==> src/hdl/fsec_pkg.sv <==
package fsec_pkg;

   // ------------------------------------------------------------
   // register byte offsets
   // ------------------------------------------------------------
   localparam logic [7:0] OFS_CLK_DIV  = 8'h00;
   localparam logic [7:0] OFS_OPTION   = 8'h04;
   localparam logic [7:0] OFS_CONFIG   = 8'h08;
   localparam logic [7:0] OFS_PROTECT  = 8'h0C;
   localparam logic [7:0] OFS_RSV0     = 8'h10;
   localparam logic [7:0] OFS_RSV1     = 8'h14;
   localparam logic [7:0] OFS_SEC_STAT = 8'h18;

   // ------------------------------------------------------------
   // field positions
   // ------------------------------------------------------------
   localparam int DIVISOR_LOADED_BIT      = 7;
   localparam int PRESCALE_BIT   = 6;
   localparam int DIV_MSB        = 5;
   localparam int BACKDOOR_BIT   = 7;
   localparam int KWS_BIT        = 5;
   localparam int ST_SECURED_BIT = 0;
   localparam int ST_DIVISOR_LOADED_BIT   = 1;
   localparam int ST_RANGE_BIT   = 2;
   localparam int ST_UNLOCK_BIT  = 3;

   // ------------------------------------------------------------
   // codes and reset values
   // ------------------------------------------------------------
   localparam logic [1:0] SEC_UNSECURED  = 2'h2;
   localparam logic [7:0] OPTION_RST     = 8'hFF;
   localparam logic [7:0] PROTECT_RST    = 8'hFF;
   localparam logic [6:0] DIV_RST        = 7'h00;
   localparam logic [15:0] KEY_ADDR_LO   = 16'hFFB0;
   localparam logic [15:0] KEY_ADDR_HI   = 16'hFFB7;
   localparam logic [1:0] RESP_OKAY      = 2'h0;
   localparam logic [1:0] RESP_SLVERR    = 2'h2;

   // ------------------------------------------------------------
   // timing
   // ------------------------------------------------------------
   localparam int BUS_CLK_HZ   = 50_000_000;
   localparam int FCLK_MAX_HZ  = 200_000;
   localparam int FCLK_MIN_HZ  = 150_000;
   localparam int PRESCALE_DIV = 8;
   // shortest allowed period rounds up, longest rounds down
   localparam logic [9:0] FCLK_MIN_CYC = 10'((BUS_CLK_HZ + FCLK_MAX_HZ - 1) / FCLK_MAX_HZ);
   localparam logic [9:0] FCLK_MAX_CYC = 10'(BUS_CLK_HZ / FCLK_MIN_HZ);

endpackage

==> src/hdl/fsec_top.sv <==
// Design decisions made here: the AXI4-Lite register port and the address map.
`timescale 1ns/1ps
// How it works
// - secured: unsecured-code or debug flash/RAM access blocked
// - only code 1:0 means unsecured
// - reset copies nonvolatile option byte to working register
// - backdoor_allow zero disables key unlock
// - key_write_select set: key writes captured, not commands
// - clearing select with full match forces code 1:0
// - only secure-memory code may write key bytes
// - protection register written only by debug commands
// - successful blank check unsecures until reset
// - debug may still access unsecured resources
// - secure-memory code keeps full access always
// - divider bit 7 read-only; 6:0 write once
// - divisor_loaded set by first divider write
// - program/erase disabled until divisor_loaded
// - prescale_by_eight selects bus clock or bus/8
// - flash clock is input over divisor plus one
// - one timing pulse per flash clock period
// - seven 8-bit registers (two reserved), option/protect loaded at reset
// - security code sits in option bits 1:0
// - key range FFB0-FFB7 is key or command write
module fsec_top
#(
   parameter logic [15:0] RAM_LO   = 16'h0080,
   parameter logic [15:0] RAM_HI   = 16'h027F,
   parameter logic [15:0] FLASH_LO = 16'hE000,
   parameter logic [15:0] FLASH_HI = 16'hFFFF
)
(
   // clock and reset
   input  wire logic        clk,
   input  wire logic        rst_b,
   // axi4-lite slave
   input  wire logic [7:0]  s_axi_awaddr,
   input  wire logic        s_axi_awvalid,
   output logic             s_axi_awready,
   input  wire logic [31:0] s_axi_wdata,
   input  wire logic [3:0]  s_axi_wstrb,
   input  wire logic        s_axi_wvalid,
   output logic             s_axi_wready,
   output logic [1:0]       s_axi_bresp,
   output logic             s_axi_bvalid,
   input  wire logic        s_axi_bready,
   input  wire logic [7:0]  s_axi_araddr,
   input  wire logic        s_axi_arvalid,
   output logic             s_axi_arready,
   output logic [31:0]      s_axi_rdata,
   output logic [1:0]       s_axi_rresp,
   output logic             s_axi_rvalid,
   input  wire logic        s_axi_rready,
   // memory access from cpu or background debug
   input  wire logic        acc_req,
   input  wire logic        acc_wr,
   input  wire logic [15:0] acc_addr,
   input  wire logic [7:0]  acc_wdata,
   input  wire logic        acc_src_secure,
   input  wire logic        acc_from_debug,
   input  wire logic [7:0]  mem_rdata,
   output logic             acc_ack,
   output logic             acc_blocked,
   output logic [7:0]       acc_rdata,
   output logic             mem_we,
   output logic [15:0]      mem_waddr,
   output logic [7:0]       mem_wdata,
   // background debug write to protection register
   input  wire logic        dbg_prot_we,
   input  wire logic [7:0]  dbg_prot_wdata,
   // nonvolatile storage side
   input  wire logic [7:0]  nv_option_byte,
   input  wire logic [7:0]  nv_protect_byte,
   input  wire logic [63:0] backdoor_key_store,
   input  wire logic        blank_check_erased,
   // flash engine side
   output logic             flash_pe_enable,
   output logic             fclk_tick,
   output logic             secured,
   output logic [7:0]       protect_working_reg
);

   typedef struct packed
   {
      logic        aw_got;
      logic [7:0]  aw_addr;
      logic        w_got;
      logic [31:0] wdata;
      logic [3:0]  wstrb;
      logic        aw_rdy;
      logic        w_rdy;
      logic        ar_rdy;
      logic        bvalid;
      logic [1:0]  bresp;
      logic        rvalid;
      logic [1:0]  rresp;
      logic [31:0] rdata;
      logic        nv_loaded;
      logic [7:0]  opt;
      logic [7:0]  prot;
      logic        kws;
      logic        divisor_loaded;
      logic [6:0]  div;
      logic        unlocked;
      logic        secured;
      logic        ack;
      logic        blocked;
      logic [7:0]  rd;
      logic        mwe;
      logic [15:0] maddr;
      logic [7:0]  mdata;
      logic        key_we;
      logic [2:0]  key_idx;
      logic [7:0]  key_data;
      logic        key_clear;
   } fsec_top_st_t;

   fsec_top_st_t st_ff;
   fsec_top_st_t nxt_st;
   logic         key_match;
   logic         fclk_in_range;

   // ------------------------------------------------------------
   // reset constants
   // ------------------------------------------------------------
   localparam fsec_top_st_t ST_RST = '{
      opt     : fsec_pkg::OPTION_RST,
      prot    : fsec_pkg::PROTECT_RST,
      div     : fsec_pkg::DIV_RST,
      secured : 1'b1,
      default : '0
   };

   // ------------------------------------------------------------
   // next state
   // ------------------------------------------------------------
   always_comb
   begin
      logic        in_secure;
      logic        is_key;
      logic        allow;
      logic        wr_fire;
      logic [31:0] rword;
      logic        rok;
      in_secure = 1'b0;
      is_key    = 1'b0;
      allow     = 1'b0;
      wr_fire   = 1'b0;
      rword     = 32'h0000_0000;
      rok       = 1'b1;
      nxt_st    = st_ff;

      // nonvolatile bytes are caught on the first edge after release
      if (!st_ff.nv_loaded)
      begin
         nxt_st.nv_loaded = 1'b1;
         nxt_st.opt       = nv_option_byte;
         nxt_st.prot      = nv_protect_byte;
      end

      if (dbg_prot_we)
      begin
         nxt_st.prot = dbg_prot_wdata;
      end

      // ----------------------------------------------------------
      // axi write channel, address and data in either order
      // ----------------------------------------------------------
      if (s_axi_awvalid && st_ff.aw_rdy)
      begin
         nxt_st.aw_got  = 1'b1;
         nxt_st.aw_addr = s_axi_awaddr;
      end
      if (s_axi_wvalid && st_ff.w_rdy)
      begin
         nxt_st.w_got = 1'b1;
         nxt_st.wdata = s_axi_wdata;
         nxt_st.wstrb = s_axi_wstrb;
      end
      if (st_ff.bvalid && s_axi_bready)
      begin
         nxt_st.bvalid = 1'b0;
      end
      if (st_ff.aw_got && st_ff.w_got && !st_ff.bvalid)
      begin
         wr_fire       = 1'b1;
         nxt_st.aw_got = 1'b0;
         nxt_st.w_got  = 1'b0;
         nxt_st.bvalid = 1'b1;
         nxt_st.bresp  = fsec_pkg::RESP_OKAY;
      end
      nxt_st.key_clear = 1'b0;
      if (wr_fire && st_ff.wstrb[0])
      begin
         case (st_ff.aw_addr)
            fsec_pkg::OFS_CLK_DIV:
            begin
               if (!st_ff.divisor_loaded)
               begin
                  nxt_st.divisor_loaded = 1'b1;
                  nxt_st.div   = st_ff.wdata[fsec_pkg::PRESCALE_BIT:0];
               end
            end
            fsec_pkg::OFS_CONFIG:
            begin
               nxt_st.kws = st_ff.wdata[fsec_pkg::KWS_BIT];
               if (st_ff.wdata[fsec_pkg::KWS_BIT] && !st_ff.kws)
               begin
                  nxt_st.key_clear = 1'b1;
               end
               // only a full match with the backdoor open unlocks
               if (!st_ff.wdata[fsec_pkg::KWS_BIT] && st_ff.kws && key_match &&
                   st_ff.opt[fsec_pkg::BACKDOOR_BIT])
               begin
                  nxt_st.unlocked = 1'b1;
               end
            end
            fsec_pkg::OFS_OPTION, fsec_pkg::OFS_PROTECT, fsec_pkg::OFS_RSV0,
            fsec_pkg::OFS_RSV1, fsec_pkg::OFS_SEC_STAT:
            begin
               // application writes to the protection copy are dropped
               nxt_st.bresp = fsec_pkg::RESP_OKAY;
            end
            default:
            begin
               nxt_st.bresp = fsec_pkg::RESP_SLVERR;
            end
         endcase
      end
      else if (wr_fire)
      begin
         case (st_ff.aw_addr)
            fsec_pkg::OFS_CLK_DIV, fsec_pkg::OFS_OPTION, fsec_pkg::OFS_CONFIG, fsec_pkg::OFS_PROTECT,
            fsec_pkg::OFS_RSV0, fsec_pkg::OFS_RSV1, fsec_pkg::OFS_SEC_STAT:
            begin
               nxt_st.bresp = fsec_pkg::RESP_OKAY;
            end
            default:
            begin
               nxt_st.bresp = fsec_pkg::RESP_SLVERR;
            end
         endcase
      end
      if (blank_check_erased)
      begin
         nxt_st.unlocked = 1'b1;
      end
      if (nxt_st.unlocked && st_ff.nv_loaded)
      begin
         nxt_st.opt[1:0] = fsec_pkg::SEC_UNSECURED;
      end
      nxt_st.aw_rdy = !nxt_st.aw_got && !nxt_st.bvalid;
      nxt_st.w_rdy  = !nxt_st.w_got && !nxt_st.bvalid;

      // ----------------------------------------------------------
      // axi read channel
      // ----------------------------------------------------------
      case (s_axi_araddr)
         fsec_pkg::OFS_CLK_DIV:  rword = {24'h0, st_ff.divisor_loaded, st_ff.div};
         fsec_pkg::OFS_OPTION:   rword = {24'h0, st_ff.opt};
         fsec_pkg::OFS_CONFIG:   rword = {24'h0, 2'h0, st_ff.kws, 5'h00};
         fsec_pkg::OFS_PROTECT:  rword = {24'h0, st_ff.prot};
         fsec_pkg::OFS_RSV0:     rword = 32'h0000_0000;
         fsec_pkg::OFS_RSV1:     rword = 32'h0000_0000;
         fsec_pkg::OFS_SEC_STAT: rword = {28'h0, st_ff.unlocked, fclk_in_range, st_ff.divisor_loaded, st_ff.secured};
         default:
         begin
            rword = 32'h0000_0000;
            rok   = 1'b0;
         end
      endcase
      if (st_ff.rvalid && s_axi_rready)
      begin
         nxt_st.rvalid = 1'b0;
      end
      if (s_axi_arvalid && st_ff.ar_rdy)
      begin
         nxt_st.rvalid = 1'b1;
         nxt_st.rdata  = rword;
         nxt_st.rresp  = rok ? fsec_pkg::RESP_OKAY : fsec_pkg::RESP_SLVERR;
      end
      nxt_st.ar_rdy = !nxt_st.rvalid && !(s_axi_arvalid && st_ff.ar_rdy);

      // ----------------------------------------------------------
      // security state and memory access gate
      // ----------------------------------------------------------
      nxt_st.secured = !st_ff.nv_loaded || (nxt_st.opt[1:0] != fsec_pkg::SEC_UNSECURED);
      in_secure = (acc_addr >= RAM_LO && acc_addr <= RAM_HI) ||
                  (acc_addr >= FLASH_LO && acc_addr <= FLASH_HI);
      allow     = !st_ff.secured || !in_secure ||
                  (acc_src_secure && !acc_from_debug);
      is_key    = acc_addr >= fsec_pkg::KEY_ADDR_LO && acc_addr <= fsec_pkg::KEY_ADDR_HI;
      nxt_st.ack      = acc_req;
      nxt_st.blocked  = acc_req && !allow;
      nxt_st.rd       = (acc_req && !acc_wr && allow) ? mem_rdata : 8'h00;
      nxt_st.mwe      = 1'b0;
      nxt_st.key_we   = 1'b0;
      nxt_st.maddr    = acc_addr;
      nxt_st.mdata    = acc_wdata;
      nxt_st.key_idx  = acc_addr[2:0];
      nxt_st.key_data = acc_wdata;
      if (acc_req && acc_wr && allow)
      begin
         if (is_key && st_ff.kws)
         begin
            nxt_st.key_we = acc_src_secure && !acc_from_debug && st_ff.opt[fsec_pkg::BACKDOOR_BIT];
         end
         else
         begin
            nxt_st.mwe = 1'b1;
         end
      end
   end

   // ------------------------------------------------------------
   // state register
   // ------------------------------------------------------------
   always_ff @(posedge clk or negedge rst_b)
   begin
      if (!rst_b)
      begin
         st_ff <= ST_RST;
      end
      else
      begin
         st_ff <= nxt_st;
      end
   end

   // ------------------------------------------------------------
   // children
   // ------------------------------------------------------------
   fsec_key_cmp u_key
   (
      .clk                (clk),
      .rst_b              (rst_b),
      .clear              (st_ff.key_clear),
      .we                 (st_ff.key_we),
      .idx                (st_ff.key_idx),
      .data               (st_ff.key_data),
      .backdoor_key_store (backdoor_key_store),
      .match              (key_match)
   );

   fsec_clk_div u_div
   (
      .clk               (clk),
      .rst_b             (rst_b),
      .enable            (st_ff.divisor_loaded),
      .prescale_by_eight (st_ff.div[fsec_pkg::PRESCALE_BIT]),
      .divisor           (st_ff.div[fsec_pkg::DIV_MSB:0]),
      .fclk_tick         (fclk_tick),
      .fclk_in_range     (fclk_in_range)
   );

   // ------------------------------------------------------------
   // outputs
   // ------------------------------------------------------------
   assign s_axi_awready       = st_ff.aw_rdy;
   assign s_axi_wready        = st_ff.w_rdy;
   assign s_axi_bvalid        = st_ff.bvalid;
   assign s_axi_bresp         = st_ff.bresp;
   assign s_axi_arready       = st_ff.ar_rdy;
   assign s_axi_rvalid        = st_ff.rvalid;
   assign s_axi_rresp         = st_ff.rresp;
   assign s_axi_rdata         = st_ff.rdata;
   assign acc_ack             = st_ff.ack;
   assign acc_blocked         = st_ff.blocked;
   assign acc_rdata           = st_ff.rd;
   assign mem_we              = st_ff.mwe;
   assign mem_waddr           = st_ff.maddr;
   assign mem_wdata           = st_ff.mdata;
   assign flash_pe_enable     = st_ff.divisor_loaded;
   assign secured             = st_ff.secured;
   assign protect_working_reg = st_ff.prot;

endmodule

==> src/hdl/fsec_clk_div.sv <==
`timescale 1ns/1ps
module fsec_clk_div
(
   // clock and reset
   input  wire logic       clk,
   input  wire logic       rst_b,
   // divider setting
   input  wire logic       enable,
   input  wire logic       prescale_by_eight,
   input  wire logic [5:0] divisor,
   // flash clock
   output logic            fclk_tick,
   output logic            fclk_in_range
);

   typedef struct packed
   {
      logic [2:0] pre;
      logic [5:0] cnt;
      logic       tick;
      logic       in_range;
   } fsec_div_st_t;

   fsec_div_st_t st_ff;
   fsec_div_st_t nxt_st;
   logic [9:0]   period;

   always_comb
   begin
      nxt_st = st_ff;
      period = prescale_by_eight ? {1'b0, divisor + 6'h0, 3'h0} + 10'h008 : {4'h0, divisor} + 10'h001;
      nxt_st.in_range = enable && period >= fsec_pkg::FCLK_MIN_CYC && period <= fsec_pkg::FCLK_MAX_CYC;
      nxt_st.tick = 1'b0;
      if (!enable)
      begin
         nxt_st.pre = 3'h0;
         nxt_st.cnt = 6'h00;
      end
      else if (!prescale_by_eight || st_ff.pre == 3'h7)
      begin
         nxt_st.pre = 3'h0;
         if (st_ff.cnt >= divisor)
         begin
            nxt_st.cnt  = 6'h00;
            nxt_st.tick = 1'b1;
         end
         else
         begin
            nxt_st.cnt = st_ff.cnt + 6'h01;
         end
      end
      else
      begin
         nxt_st.pre = st_ff.pre + 3'h1;
      end
   end

   always_ff @(posedge clk or negedge rst_b)
   begin
      if (!rst_b)
      begin
         st_ff <= '0;
      end
      else
      begin
         st_ff <= nxt_st;
      end
   end

   assign fclk_tick     = st_ff.tick;
   assign fclk_in_range = st_ff.in_range;

endmodule

==> src/hdl/fsec_key_cmp.sv <==
`timescale 1ns/1ps
module fsec_key_cmp
(
   // clock and reset
   input  wire logic        clk,
   input  wire logic        rst_b,
   // capture port
   input  wire logic        clear,
   input  wire logic        we,
   input  wire logic [2:0]  idx,
   input  wire logic [7:0]  data,
   // stored key, byte 0 at bits 7:0
   input  wire logic [63:0] backdoor_key_store,
   // result
   output logic             match
);

   typedef struct packed
   {
      logic [63:0] bytes;
      logic [7:0]  seen;
      logic        match;
   } fsec_key_st_t;

   fsec_key_st_t st_ff;
   fsec_key_st_t nxt_st;

   always_comb
   begin
      nxt_st = st_ff;
      if (clear)
      begin
         nxt_st.seen = 8'h00;
      end
      else if (we)
      begin
         // any write order works; each write lands by its own address
         nxt_st.bytes[{idx, 3'h0} +: 8] = data;
         nxt_st.seen[idx] = 1'b1;
      end
      nxt_st.match = (st_ff.seen == 8'hFF) && (st_ff.bytes == backdoor_key_store);
   end

   always_ff @(posedge clk or negedge rst_b)
   begin
      if (!rst_b)
      begin
         st_ff <= '0;
      end
      else
      begin
         st_ff <= nxt_st;
      end
   end

   assign match = st_ff.match;

endmodule

==> config.mk <==
export PLATFORM = sky130hd
export DESIGN_NAME = fsec_top
export DESIGN_NICKNAME = d
export VERILOG_FILES = /design/src/hdl/fsec_pkg.sv /design/src/hdl/fsec_top.sv /design/src/hdl/fsec_clk_div.sv /design/src/hdl/fsec_key_cmp.sv
export SDC_FILE = /design/constraint.sdc
export NUM_CORES = 1
export LEC_CHECK = 0
export BUFFER_PORTS_ARGS = -buffer_cell sky130_fd_sc_hd__buf_2
export CAP_MARGIN = 5
export CELL_PAD_IN_SITES_DETAIL_PLACEMENT = 2
export CELL_PAD_IN_SITES_GLOBAL_PLACEMENT = 2
export CORE_ASPECT_RATIO = 0.9
export CORE_MARGIN = 10
export CORE_UTILIZATION = 34
export CTS_BUF_LIST = sky130_fd_sc_hd__clkbuf_16
export DETAILED_ROUTE_END_ITERATION = 6
export PLACE_DENSITY_LB_ADDON = 0.1
export SYNTH_ARGS = -nofsm -noshare
export SYNTH_HDL_FRONTEND = slang
export SYNTH_SLANG_ARGS = --single-unit
==> constraint.sdc <==
create_clock -name clk -period 8.2 [get_ports clk]
set_input_delay 0.82 -clock clk [delete_from_list [all_inputs] [get_ports clk]]
set_output_delay 0.82 -clock clk [all_outputs]
set_load 0.01 [all_outputs]
== After elaboration in Yosys (flattened, before gate mapping) ==
Cells that the tools add are included.

* Bits in registers: 239
* Input port bits: 185
* Output and inout bits: 87
* Word-level logic and storage cells: 182

* Add/subtract/negate cells: 5
* Magnitude comparators: 11
* Equality and inequality tests: 18
* Shift operators: 2
* Multiplexer cells: 43
* Bitwise gates (word level): 3
* Reduce and logical (&&, ||, !) cells: 62

{| class="wikitable"
|+ Operators with widths
! operator !! count
|-
| 64-bit bitwise mux || 1
|-
| 64-bit == test || 1
|-
| 8-bit by 8-bit variable shift with 64-bit output (first input constant) || 1
|-
| 8-bit by 8-bit variable part select with 64-bit output || 1
|-
| 8-bit by 5-bit == test with 1-bit output (second input constant) || 6
|-
| 8-bit case mux with 5 select lines || 1
|-
| 37-bit 2-to-1 mux || 1
|-
| 35-bit 2-to-1 mux || 1
|-
| 8-bit by 4-bit == test with 1-bit output (second input constant) || 4
|-
| 16-bit greater-or-equal comparator (second input constant) || 2
|-
| 16-bit <= comparator (second input constant) || 2
|-
| 8-bit 2-to-1 mux || 4
|-
| 1-bit logical AND || 31
|-
| 1-bit 2-to-1 mux || 20
|-
| 10-bit 2-to-1 mux || 2
|-
| 9-bit 2-to-1 mux || 2
|-
| 8-bit by 3-bit == test with 1-bit output (second input constant) || 2
|-
| 16-bit by 8-bit greater-or-equal comparator with 1-bit output (second input constant) || 1
|-
| 16-bit by 10-bit <= comparator with 1-bit output (second input constant) || 1
|-
| 8-bit logical NOT || 2
|-
| 1-bit logical NOT || 15
|-
| 7-bit OR reduction || 2
|-
| 9-bit by 4-bit adder with 10-bit output (second input constant) || 1
|-
| 10-bit by 8-bit greater-or-equal comparator with 1-bit output (second input constant) || 1
|-
| 26 further kinds || 39
|}

== Longest topological paths before layout ==
Gate-level depths: netlist of the first run.

* Depth in word-level cells: 12
* Gate-level depth with buffers: 10
* Depth with buffers taken out: 7

== By module ==
From an unflattened synthesis of the first run, not the netlist that was laid out.

* Cells, all modules: 811
* Area, all modules: 9,009.9 um^2

{| class="wikitable"
|+ By module, submodules not included
! module !! times used !! cells an instance !! area an instance (um^2) !! seq. area each (um^2)
|-
| fsec_top || 1 || 378 || 4,526.8 || 2,498.6
|-
| fsec_key_cmp || 1 || 351 || 3,728.6 || 1,826.8
|-
| fsec_clk_div || 1 || 82 || 754.5 || 275.3
|}

== Least setup slack after synthesis of the first run ==
No wires, ideal clock.

* Path kind: reg-to-reg
* From: register st_ff[9] (netlist bit)
* To: register u_key.st_ff[45] (netlist bit)
* Setup time: 0.118 ns
* Arrival time: 2.501 ns
* Data required time: 8.082 ns
* Slack: 5.581 ns
* Cell stages (with the launch flop): 10
* Path buffers: 2
* Period minus slack after synthesis: 2.619 ns
* Cells stage by stage: dfrtp_1 clkbuf_1 inv_1 ha_1 ha_1 clkbuf_1 nor4b_2 o211ai_1 nand2_1 nand2_1

* Longest elaborated chain between the ends: 3
* Elaborated cells between the ends (all ways): 4
* Those cells by class: add/sub: 1; shift: 2; mux: 1

{| class="wikitable"
|+ RTL lines
! what !! line !! RTL
|-
| from (decl) || fsec_top.sv:117 || <nowiki>fsec_top_st_t st_ff;</nowiki>
|-
| from (signal assigned) || fsec_top.sv:325 || <nowiki>st_ff <= nxt_st;</nowiki>
|-
| 6-bit negator with 8-bit output * || fsec_key_cmp.sv:38 || <nowiki>nxt_st.bytes[{idx, 3'h0} +: 8] = data;</nowiki>
|-
| 8-bit by 8-bit variable part select with 64-bit output or 8-bit by 8-bit variable shift with 64-bit output (tied branches) || fsec_key_cmp.sv:38 ||
|-
| 64-bit bitwise mux * || fsec_key_cmp.sv:38 ||
|-
| to (signal assigned) || fsec_key_cmp.sv:52 || <nowiki>st_ff <= nxt_st;</nowiki>
|-
| to (decl) || fsec_key_cmp.sv:25 || <nowiki>fsec_key_st_t st_ff;</nowiki>
|}

Mark *: on every way between the ends. The rest lies on a longest branch, timed or not.
A chain may end at the register's enable or synchronous reset.

== Final worst setup path of the first run ==
* From: register st_ff[9] (netlist bit)
* To: register u_key.st_ff[41] (netlist bit)

Same word-level chain as after synthesis.

==> impl_metrics.json, run 1 <==
{
  "area_growth_syn_to_layout_pct": 18.2,
  "slew_violations": 0,
  "grt_pass1_wl_um": 43600,
  "insertion_delay_ps": 440,
  "critPathKind": "reg2reg",
  "drtPass1Iterations": 5,
  "async_flop_share": 1.00,
  "crit_required_ps": 8510,
  "drive_above_1_share": 0.313,
  "gr-total-overflow": 0,
  "synth-edff-count": 0,
  "post_drt_wl_per_cell_um": 20.6,
  "cp_data_arrival_time_ps": 3500,
  "wl_um": 27500,
  "synthXorXnorAreaFrac": 0.0660,
  "clock-sinks": 183,
  "crit_start": "st_ff[9]$_DFF_PN0_",
  "ctsHtreeMaxLevel": 4,
  "grt_pass1_vias": 7401,
  "path_clk_slew_ps": 70,
  "drc_errors": 0,
  "setup_violations": 0,
  "num_rows": 55,
  "ff2ff_setup_slack_ps": 5010,
  "largest_reg_flops": 72,
  "ys.flop_type": "dfrtp_1",
  "synth_compound_area_frac": 0.0869,
  "fin_tns_setup_ps": 0,
  "fp.dieArea_um2": 32100,
  "fillers": 2802,
  "yosysUniqueCellTypes": 50,
  "cts_buffers": 17,
  "max_slew.worst_pin.slew_ps": 956,
  "holdCritPathClass": "in2async",
  "yosys.area.top_type": "dfrtp_1",
  "cts_tree": "built",
  "via_per_inst": 4.82,
  "use_met3": 0.0366,
  "gp_congestion": 0.784,
  "seq_area_frac_synth": 0.534,
  "ys_ff_latch": 183,
  "cts_hold_buf": 0,
  "grt_setup_unrepaired": "false",
  "cap_violations": 0,
  "outcome": "finished, final reports clean",
  "start_util": 0.344,
  "synth_top_family_by_area": "simple AND/OR/NAND/NOR gates",
  "fmax_mhz": 313,
  "design.core.area_um2": 25000,
  "synth-simple-area-share": 0.149,
  "io_buffers": 218,
  "top_register": "u_key.st_ff",
  "endpoint_kind": "flip-flop",
  "critPathLaunchType": "flip-flop",
  "yosys.area_share.adder": 0.0218,
  "syn_inst": 812,
  "most-common-layout-cells": "217 x buf_2, 166 x dfrtp_1, 124 x nand2_1, 79 x o21ai_0, 44 x xor2_1",
  "fin_crit_ps": 3190,
  "muxShareOfSynthArea": 0.0596,
  "drtIter0Drc": 350,
  "endpoint": "u_key.st_ff[41]$_DFFE_PN0P_",
  "drt.antenna.violating_nets": 0,
  "root_buffer": "clkbuf_16",
  "clockBufferDepth": 2,
  "critPathMaxFanout": 14,
  "r2r_end": "u_key.st_ff[41]$_DFFE_PN0P_",
  "ir_drop_mv": 0.109,
  "netlist_area_um2": 8620,
  "grtUsageTotal": 0.174,
  "antenna_found_initial": 1,
  "top_level_ports": 272,
  "worst_clock_skew_ps": 14.6,
  "dp_hpwl_um": 21100,
  "grtUsageMet2": 0.271,
  "finalCritPeriodShare": 0.389,
  "avgSynthCellArea_um2": 10.6,
  "synth_top_area_share": 0.482,
  "grt_max_degree": 78,
  "yosysWarnings": 0,
  "reg2reg_from": "st_ff[9]$_DFF_PN0_",
  "busiest_layer": "met2",
  "grtUsageMet1": 0.241,
  "final_common_cell": "buf_2",
  "hold_viol": 0,
  "num-nets-final": 1180,
  "cts_resized": 0,
  "relSlewSlack": 0.360,
  "synth_area_leaders": "dfrtp_1 48%, buf_4 6.7%, nand2_1 5.4%",
  "cts_setup_buffers": 0,
  "fp.dieW_um": 188,
  "p_per_area_nw_per_um2": 216,
  "vias": 6438,
  "antenna_cells": 0,
  "reg2reg_depth": 7,
  "fin_hold_ws_ps": 401,
  "die_y_um": 171,
  "p_leak_uw": 0.00494
}
==> logic make-up (layout without fill, tap and decap cells) <==
logic type	Yosys count	after routing
simple gates	260	260
flops	183	183
compound gates	129	129
buf+inv	112	269
xor+xnor	65	65
mux	46	46
fa+ha+maj	15	15
other cells	2	26
==> Yosys cell counts, types with 3 or more instances <==
library cell / n
nor3b_1: 5
inv_1: 16
nor2_1: 27
xor2_1: 44
nand3b_1: 5
dfrtp_1: 166
dfstp_2: 17
clkbuf_1: 18
nor3_1: 5
a31oi_1: 9
a21o_1: 4
ha_1: 15
nor4_1: 15
and3_1: 3
nand2_1: 124
and2_1: 12
a21oi_1: 13
nand3_1: 20
mux2_2: 33
xnor2_1: 21
a22oi_1: 4
nand4b_1: 3
mux2i_1: 12
nand4_1: 16
nor2b_1: 9
a22o_1: 10
buf_4: 77
o21ai_0: 79
nand2b_1: 3
==> per-stage QoR <==
step,std cells,setup WS [ps],util,area [um^2],power [uW]
4_1_cts,1335,4930,0.407,10200,2240
3_5_place_dp,1303,4990,0.384,9610,1390
5_1_grt,1335,4650,0.407,10200,2320
2_1_floorplan,836,5580,-,8710,1260
6_report,1335,5010,0.407,10200,2200
3_3_place_gp,1303,5070,0.384,9610,1380
==> critical path: stages, from the launching register on <==
cell and delay, ps:
dfrtp_1 660, inv_1 220, ha_1 260, ha_1 440, nor4b_2 720, o211ai_1 510, nand2_1 190, nand2_1 70
==> power by group <==
group          internal (uW)  switching, uW  total, uW
clock network            451            380        831
registers                989           81.3       1070
logic                    142            154        295
total                   1580            615       2200
==> area by class of cell <==
cell class | instances | area (um^2) | share of cell area
Inverter | 16 | 60.1 | 0.00589
Sequential cell | 183 | 4600 | 0.451
Clock inverter | 15 | 155 | 0.0152
Clock buffer | 17 | 425 | 0.0417
Multi-Input combinational cell | 541 | 3400 | 0.334
Tap cell | 342 | 428 | 0.0420
Timing Repair Buffer | 221 | 1120 | 0.110
==> layer usage <==
layer,part of all wire,up-vias
li1,-,3016
met2,0.46,176
met5,0,-
met1,0.49,3233
met3,0.045,13
met4,0.0073,0
==> worst min-delay path by stage <==
stage	depth (start not counted)	from	to	slack (ps)
finish	1	rst_b	st_ff[7]$_DFF_PN0_	400
global route	1	rst_b	st_ff[1]$_DFF_PN0_	430
CTS	1	rst_b	st_ff[1]$_DFF_PN0_	420
detailed placement	1	u_div.st_ff[8]$_DFF_PN0_	u_div.st_ff[8]$_DFF_PN0_	430
global placement	1	u_div.st_ff[8]$_DFF_PN0_	u_div.st_ff[8]$_DFF_PN0_	430
floorplan	1	u_div.st_ff[8]$_DFF_PN0_	u_div.st_ff[8]$_DFF_PN0_	410
(Power assumes the default switching activity.)
==> run 2: changes to the inputs <==
--- a/config.mk
+++ b/config.mk
@@ -5,13 +5,14 @@
 export SDC_FILE = /design/constraint.sdc
 export NUM_CORES = 1
 export LEC_CHECK = 0
+export ABC_AREA = 1
 export BUFFER_PORTS_ARGS = -buffer_cell sky130_fd_sc_hd__buf_2
 export CAP_MARGIN = 5
 export CELL_PAD_IN_SITES_DETAIL_PLACEMENT = 2
 export CELL_PAD_IN_SITES_GLOBAL_PLACEMENT = 2
 export CORE_ASPECT_RATIO = 0.9
 export CORE_MARGIN = 10
-export CORE_UTILIZATION = 34
+export CORE_UTILIZATION = 30
 export CTS_BUF_LIST = sky130_fd_sc_hd__clkbuf_16
 export DETAILED_ROUTE_END_ITERATION = 6
 export PLACE_DENSITY_LB_ADDON = 0.1
==> constraint.sdc (replaced) <==
create_clock -name clk -period 3.3 [get_ports clk]
set_input_delay 0.33 -clock clk [delete_from_list [all_inputs] [get_ports clk]]
set_output_delay 0.33 -clock clk [all_outputs]
set_load 0.01 [all_outputs]
==> impl_metrics.json, run 2 <==
{
  "area_growth_syn_to_layout_pct": 20.6,
  "layoutNonFillerInstCount": 1752,
  "io_buffers": 218,
  "vias": 7849,
  "cap_violations": 0,
  "fp.dieArea_um2": 38600,
  "max_slew.worst_pin.slew_ps": 705,
  "top_level_ports": 272,
  "gp_congestion": 0.747,
  "hp-start": "acc_req",
  "drt.antenna.violating_nets": 0,
  "post_drt_wl_per_cell_um": 18.2,
  "reg2reg_depth": 8,
  "crit_required_ps": 3670,
  "top_layer_used": "met5",
  "num_rows": 61,
  "gr-total-overflow": 0,
  "worst_clock_skew_ps": 13.2,
  "fin_tns_setup_ps": 0,
  "relSlewSlack": 0.530,
  "largest_reg_flops": 72,
  "grtUsageTotal": 0.166,
  "seq_area_frac_synth": 0.493,
  "met3_length_um": 1310,
  "synth-edff-count": 0,
  "final_common_cell": "nand2_1",
  "cp_data_arrival_time_ps": 2930,
  "critPathKind": "reg2reg",
  "clockBufferDepth": 2,
  "fp.dieW_um": 206,
  "die_y_um": 187,
  "ctsHtreeMaxLevel": 4,
  "yosys.area.top_type": "dfrtp_1",
  "yosysWarnings": 0,
  "holdCritPathClass": "in2reg",
  "wl_met1_um": 14200,
  "top_register": "u_key.st_ff",
  "insertion_delay_ps": 440,
  "cts_resized": 0,
  "netlist_area_um2": 9330,
  "antenna_found_initial": 5,
  "synth_area_leaders": "dfrtp_1 45%, nand2_1 13%, buf_4 6.4%",
  "drtPass1Iterations": 4,
  "fmax_mhz": 391,
  "cts_buffers": 17,
  "p_leak_uw": 0.00573,
  "ys.flop_type": "dfrtp_1",
  "p_per_area_nw_per_um2": 510,
  "wl_um": 31900,
  "drc_errors": 0,
  "dp_hpwl_um": 25200,
  "endpoint_kind": "flip-flop",
  "grt_max_degree": 80,
  "outcome": "finished, final reports clean",
  "critPathMaxFanout": 11,
  "yosysUniqueCellTypes": 46,
  "synth_top_area_share": 0.445,
  "wl_met2_um": 16200,
  "root_buffer": "clkbuf_16",
  "cts_tree": "built",
  "setup_ws_ps": 739,
  "dp.cells": 1695,
  "critPathLaunchType": "flip-flop",
  "synth.most_common_cell": "nand2_1",
  "worstHoldPathCells": 1,
  "drive_above_1_share": 0.232,
  "ir_drop_mv": 0.356,
  "fillers": 3568,
  "design.core.area_um2": 30800,
  "drtIter0Drc": 294,
  "reg2reg_from": "st_ff[9]$_DFF_PN0_",
  "fin_crit_ps": 2560,
  "via_per_inst": 4.48,
  "async_flop_share": 1.00,
  "path_clk_slew_ps": 80,
  "slew_violations": 0,
  "place_ws_ps": 681,
  "start_util": 0.303,
  "most-common-layout-cells": "324 x nand2_1, 217 x buf_2, 166 x dfrtp_1, 144 x inv_1, 96 x nor2_1",
  "grt_pass1_vias": 8767,
  "whs_endpoint": "acc_ack$_DFF_PN0_",
  "ys_ff_latch": 183,
  "r2r_end": "u_key.st_ff[49]$_DFFE_PN0P_",
  "avgSynthCellArea_um2": 8.24,
  "hold_viol": 0,
  "finalCritPeriodShare": 0.776,
  "ff2ff_setup_slack_ps": 740,
  "grt_pass1_wl_um": 50200,
  "setup_violations": 0,
  "num-nets-final": 1527,
  "synth_commonest_cells": "324 x nand2_1, 166 x dfrtp_1, 143 x inv_1",
  "clock-sinks": 183,
  "syn_inst": 1133,
  "grt_setup_unrepaired": "false"
}
-- run 2: report_power, final --
group	switching, uW	internal (uW)	leakage (uW)
Combinational	593	325	0.00304
Sequential	149	2470	0.00238
Clock	1000	1210	0.000305
Total	1740	4010	0.00573
-- run 2: worst max-delay path by stage --
stage,startpoint,to,slack [ps],cells past startpoint
2_1_floorplan,st_ff[9]$_DFF_PN0_,u_key.st_ff[48]$_DFFE_PN0P_,1300,7
3_3_place_gp,st_ff[9]$_DFF_PN0_,u_key.st_ff[52]$_DFFE_PN0P_,740,8
3_5_place_dp,st_ff[9]$_DFF_PN0_,u_key.st_ff[49]$_DFFE_PN0P_,680,8
4_1_cts,st_ff[9]$_DFF_PN0_,u_key.st_ff[49]$_DFFE_PN0P_,660,8
5_1_grt,st_ff[9]$_DFF_PN0_,u_key.st_ff[49]$_DFFE_PN0P_,390,8
6_report,st_ff[9]$_DFF_PN0_,u_key.st_ff[49]$_DFFE_PN0P_,740,8
-- run 2: worst max-delay path, stage by stage (launching register included) --
cell	delay, ps
dfrtp_1	590
inv_2	120
ha_1	220
ha_1	440
inv_2	200
nand4_1	430
inv_1	340
nand2_1	80
nand2_1	70
-- run 2: kinds of logic after synthesis --
group           share of synthesized area
buf+inv                             0.135
simple gates                        0.241
mux                               0.00268
fa+ha+maj                          0.0201
other cells                      0.000805
compound gates                     0.0749
flops                               0.493
xor+xnor                           0.0319
-- run 2: area by class of cell --
cell class              count  area, um^2  share of cell area
diodes                      3        7.51            0.000667
clock buffers              17         425              0.0378
clock inverters            15         200              0.0178
inverters                 156         593              0.0527
multi-input cells         727        3560               0.316
flip-flops and latches    183        4600               0.409
well taps                 409         512              0.0455
repair buffers            242        1360               0.121
-- run 2: per-layer routing --
| layer | up-vias | track usage |
|---|---|---|
| met5 | - | 0 |
| met4 | 4 | 0.0334 |
| met3 | 19 | 0.0381 |
| met2 | 103 | 0.286 |
| met1 | 3896 | 0.207 |
| li1 | 3827 | - |
-- run 2: through the flow --
step | total power [uW] | utilization | hold WS [ps] | area [um^2]
final | 5750 | 0.366 | 27.6 | 11300
after global routing | 6110 | 0.366 | 5.02 | 11300
after CTS | 5860 | 0.365 | 1.92 | 11200
after detailed placement | 3570 | 0.338 | 438 | 10400
after global placement | 3540 | 0.338 | 420 | 10400
after floorplan | 3200 | - | 34.4 | 9420
-- run 2: timing repair --
action                                  in CTS  in global routing
buffers inserted                             0                  0
endpoints found under the hold margin       97                  1
hold buffers                                21                  1
endpoints found under the setup margin       0                  0
==> run 3: changes to the inputs <==
==> constraint.sdc (replaced) <==
create_clock -name clk -period 2.58 [get_ports clk]
set_input_delay 0.258 -clock clk [delete_from_list [all_inputs] [get_ports clk]]
set_output_delay 0.258 -clock clk [all_outputs]
set_load 0.01 [all_outputs]
==> impl_metrics.json, run 3 (synthesis gave the netlist of run 2 again) <==
{
  "outcome": "finished, final reports clean",
  "p_leak_uw": 0.00577,
  "worst-path-buf-inv": 2,
  "fmax_mhz": 467,
  "insertion_delay_ps": 440,
  "relSlewSlack": 0.518,
  "via_per_inst": 4.47,
  "cap_violations": 0,
  "p_clk_frac": 0.368,
  "drc_errors": 0,
  "grt_pass1_wl_um": 51300,
  "drtPass1Iterations": 4,
  "fin_tns_setup_ps": 0,
  "drt.antenna.violating_nets": 0,
  "vias": 7902,
  "p_comb_frac": 0.168,
  "worst_clock_skew_ps": 18.3,
  "p_switching_uw": 2260,
  "endpoint_kind": "flip-flop",
  "num-nets-final": 1542,
  "start_util": 0.303,
  "switching_share": 0.314,
  "largest_reg_flops": 72,
  "die_y_um": 187,
  "slew_violations": 0,
  "hold_viol": 0,
  "setup_violations": 0,
  "fp.dieArea_um2": 38600,
  "path_clk_slew_ps": 80,
  "dpl_cell_area_um2": 10500,
  "io_buffers": 218,
  "cts_buffers": 17,
  "path_cells": "inv_2 -> ha_1 -> ha_1 -> nand2_1 -> inv_2 -> nand3_4 -> mux2_4",
  "holdCritPathClass": "in2reg",
  "fin_hold_ws_ps": 20.0,
  "p_per_area_nw_per_um2": 635,
  "crit_required_ps": 2900,
  "critPathMaxFanout": 15,
  "cpLargestDelayFamily": "adder cells",
  "critPathKind": "reg2reg",
  "critPathLaunchType": "flip-flop",
  "num_rows": 61,
  "fin_crit_ps": 2140,
  "critical-path-max-stage-delay_ps": 550,
  "grt_setup_unrepaired": "false",
  "fin_area_um2": 11300,
  "final_common_cell": "nand2_1",
  "drive_above_1_share": 0.234,
  "clockBufferDepth": 2,
  "slowest_stage": "ha_1",
  "pwr-share-seq": 0.464,
  "gr-total-overflow": 0,
  "antenna_found_initial": 5,
  "dp_hpwl_um": 25400,
  "post_drt_wl_per_cell_um": 18.3,
  "clock-sinks": 183,
  "grt_pass1_vias": 8971,
  "max_slew.worst_pin.slew_ps": 717,
  "grt_max_degree": 60,
  "top_register": "u_key.st_ff",
  "cts_resized": 0,
  "drtIter0Drc": 283,
  "top_level_ports": 272,
  "grtUsageTotal": 0.169,
  "intPower_uw": 4940,
  "finalCritPeriodShare": 0.829,
  "wl_um": 32200,
  "root_buffer": "clkbuf_16",
  "most-common-layout-cells": "324 x nand2_1, 217 x buf_2, 166 x dfrtp_1, 143 x inv_1, 96 x nor2_1",
  "cts_tree": "built",
  "ctsHtreeMaxLevel": 4,
  "ir_drop_mv": 0.402,
  "gp_congestion": 0.782,
  "design.core.area_um2": 30800,
  "area_growth_syn_to_layout_pct": 21.4,
  "fp.dieW_um": 206,
  "cp_data_arrival_time_ps": 2460,
  "cts_setup_buffers": 0
}
-- run 3: changes by cell type in the layout (fill, tap and decap cells not counted), sizes merged --
cell	change
buf	+6
dlygate4sd3	+9
bufinv	-2
inv	+4
clkinv	-2
-- run 3: power groups by stage --
stage	sequential, uW	combinational [uW]	clock [uW]
final	3340	1210	2650
after global routing	3390	1420	2860
after CTS	3340	1250	2730
after detailed placement	3400	1190	0
after global placement	3380	1150	0
after floorplan	3350	741	0
-- run 3: cell type report --
type                       instances  area, um^2
tap                              409         512
timing repair buffer             257        1500
antenna                            3        7.51
fill                            3581       19400
clock buffer                      17         425
sequential                       183        4600
clock inverter                    15         140
multi-input combinational        727        3560
inverter                         156         593
-- run 3: path summary, 6_finish.rpt --
kind                                          endpoint  depth (start not counted)  slack (ps)                     start
hold / removal                  acc_rdata[3]$_DFF_PN0_                          3          20              mem_rdata[3]
setup reg to reg           u_key.st_ff[48]$_DFFE_PN0P_                          7         440        st_ff[9]$_DFF_PN0_
setup / recovery           u_key.st_ff[48]$_DFFE_PN0P_                          7         440        st_ff[9]$_DFF_PN0_
hold reg to reg               u_div.st_ff[8]$_DFF_PN0_                          1         450  u_div.st_ff[8]$_DFF_PN0_
max in group asynchronous        acc_blocked$_DFF_PN0_                          3        1450                     rst_b
min in group asynchronous  u_key.st_ff[45]$_DFFE_PN0P_                          2         350                     rst_b
-- run 3: stage by stage --
step                      power [uW]  utilization  std cells  setup WS, ps
after floorplan                 4090            -       1157           581
after global placement          4530        0.340       1701           492
after detailed placement        4590        0.340       1701           417
after CTS                       7320        0.368       1763           404
after global routing            7670        0.368       1765           250
final                           7200        0.368       1767           440
-- run 3: layer usage --
layer | GRT usage | vias to the layer above | part of all wire
met3 | 0.0398 | 21 | 0.044
met5 | 0 | - | 0.00059
met1 | 0.213 | 3891 | 0.44
li1 | - | 3873 | -
met4 | 0.0379 | 4 | 0.011
met2 | 0.286 | 113 | 0.50
-- run 3: tightest hold or removal path: stages --
cell and delay [ps]:
buf_2 100, inv_1 40, nor2_1 40
-- run 3: timing repair --
action | in CTS | in global routing
hold endpoints to repair | 84 | 1
hold buffers | 30 | 1
endpoints found under the setup margin | 0 | 0
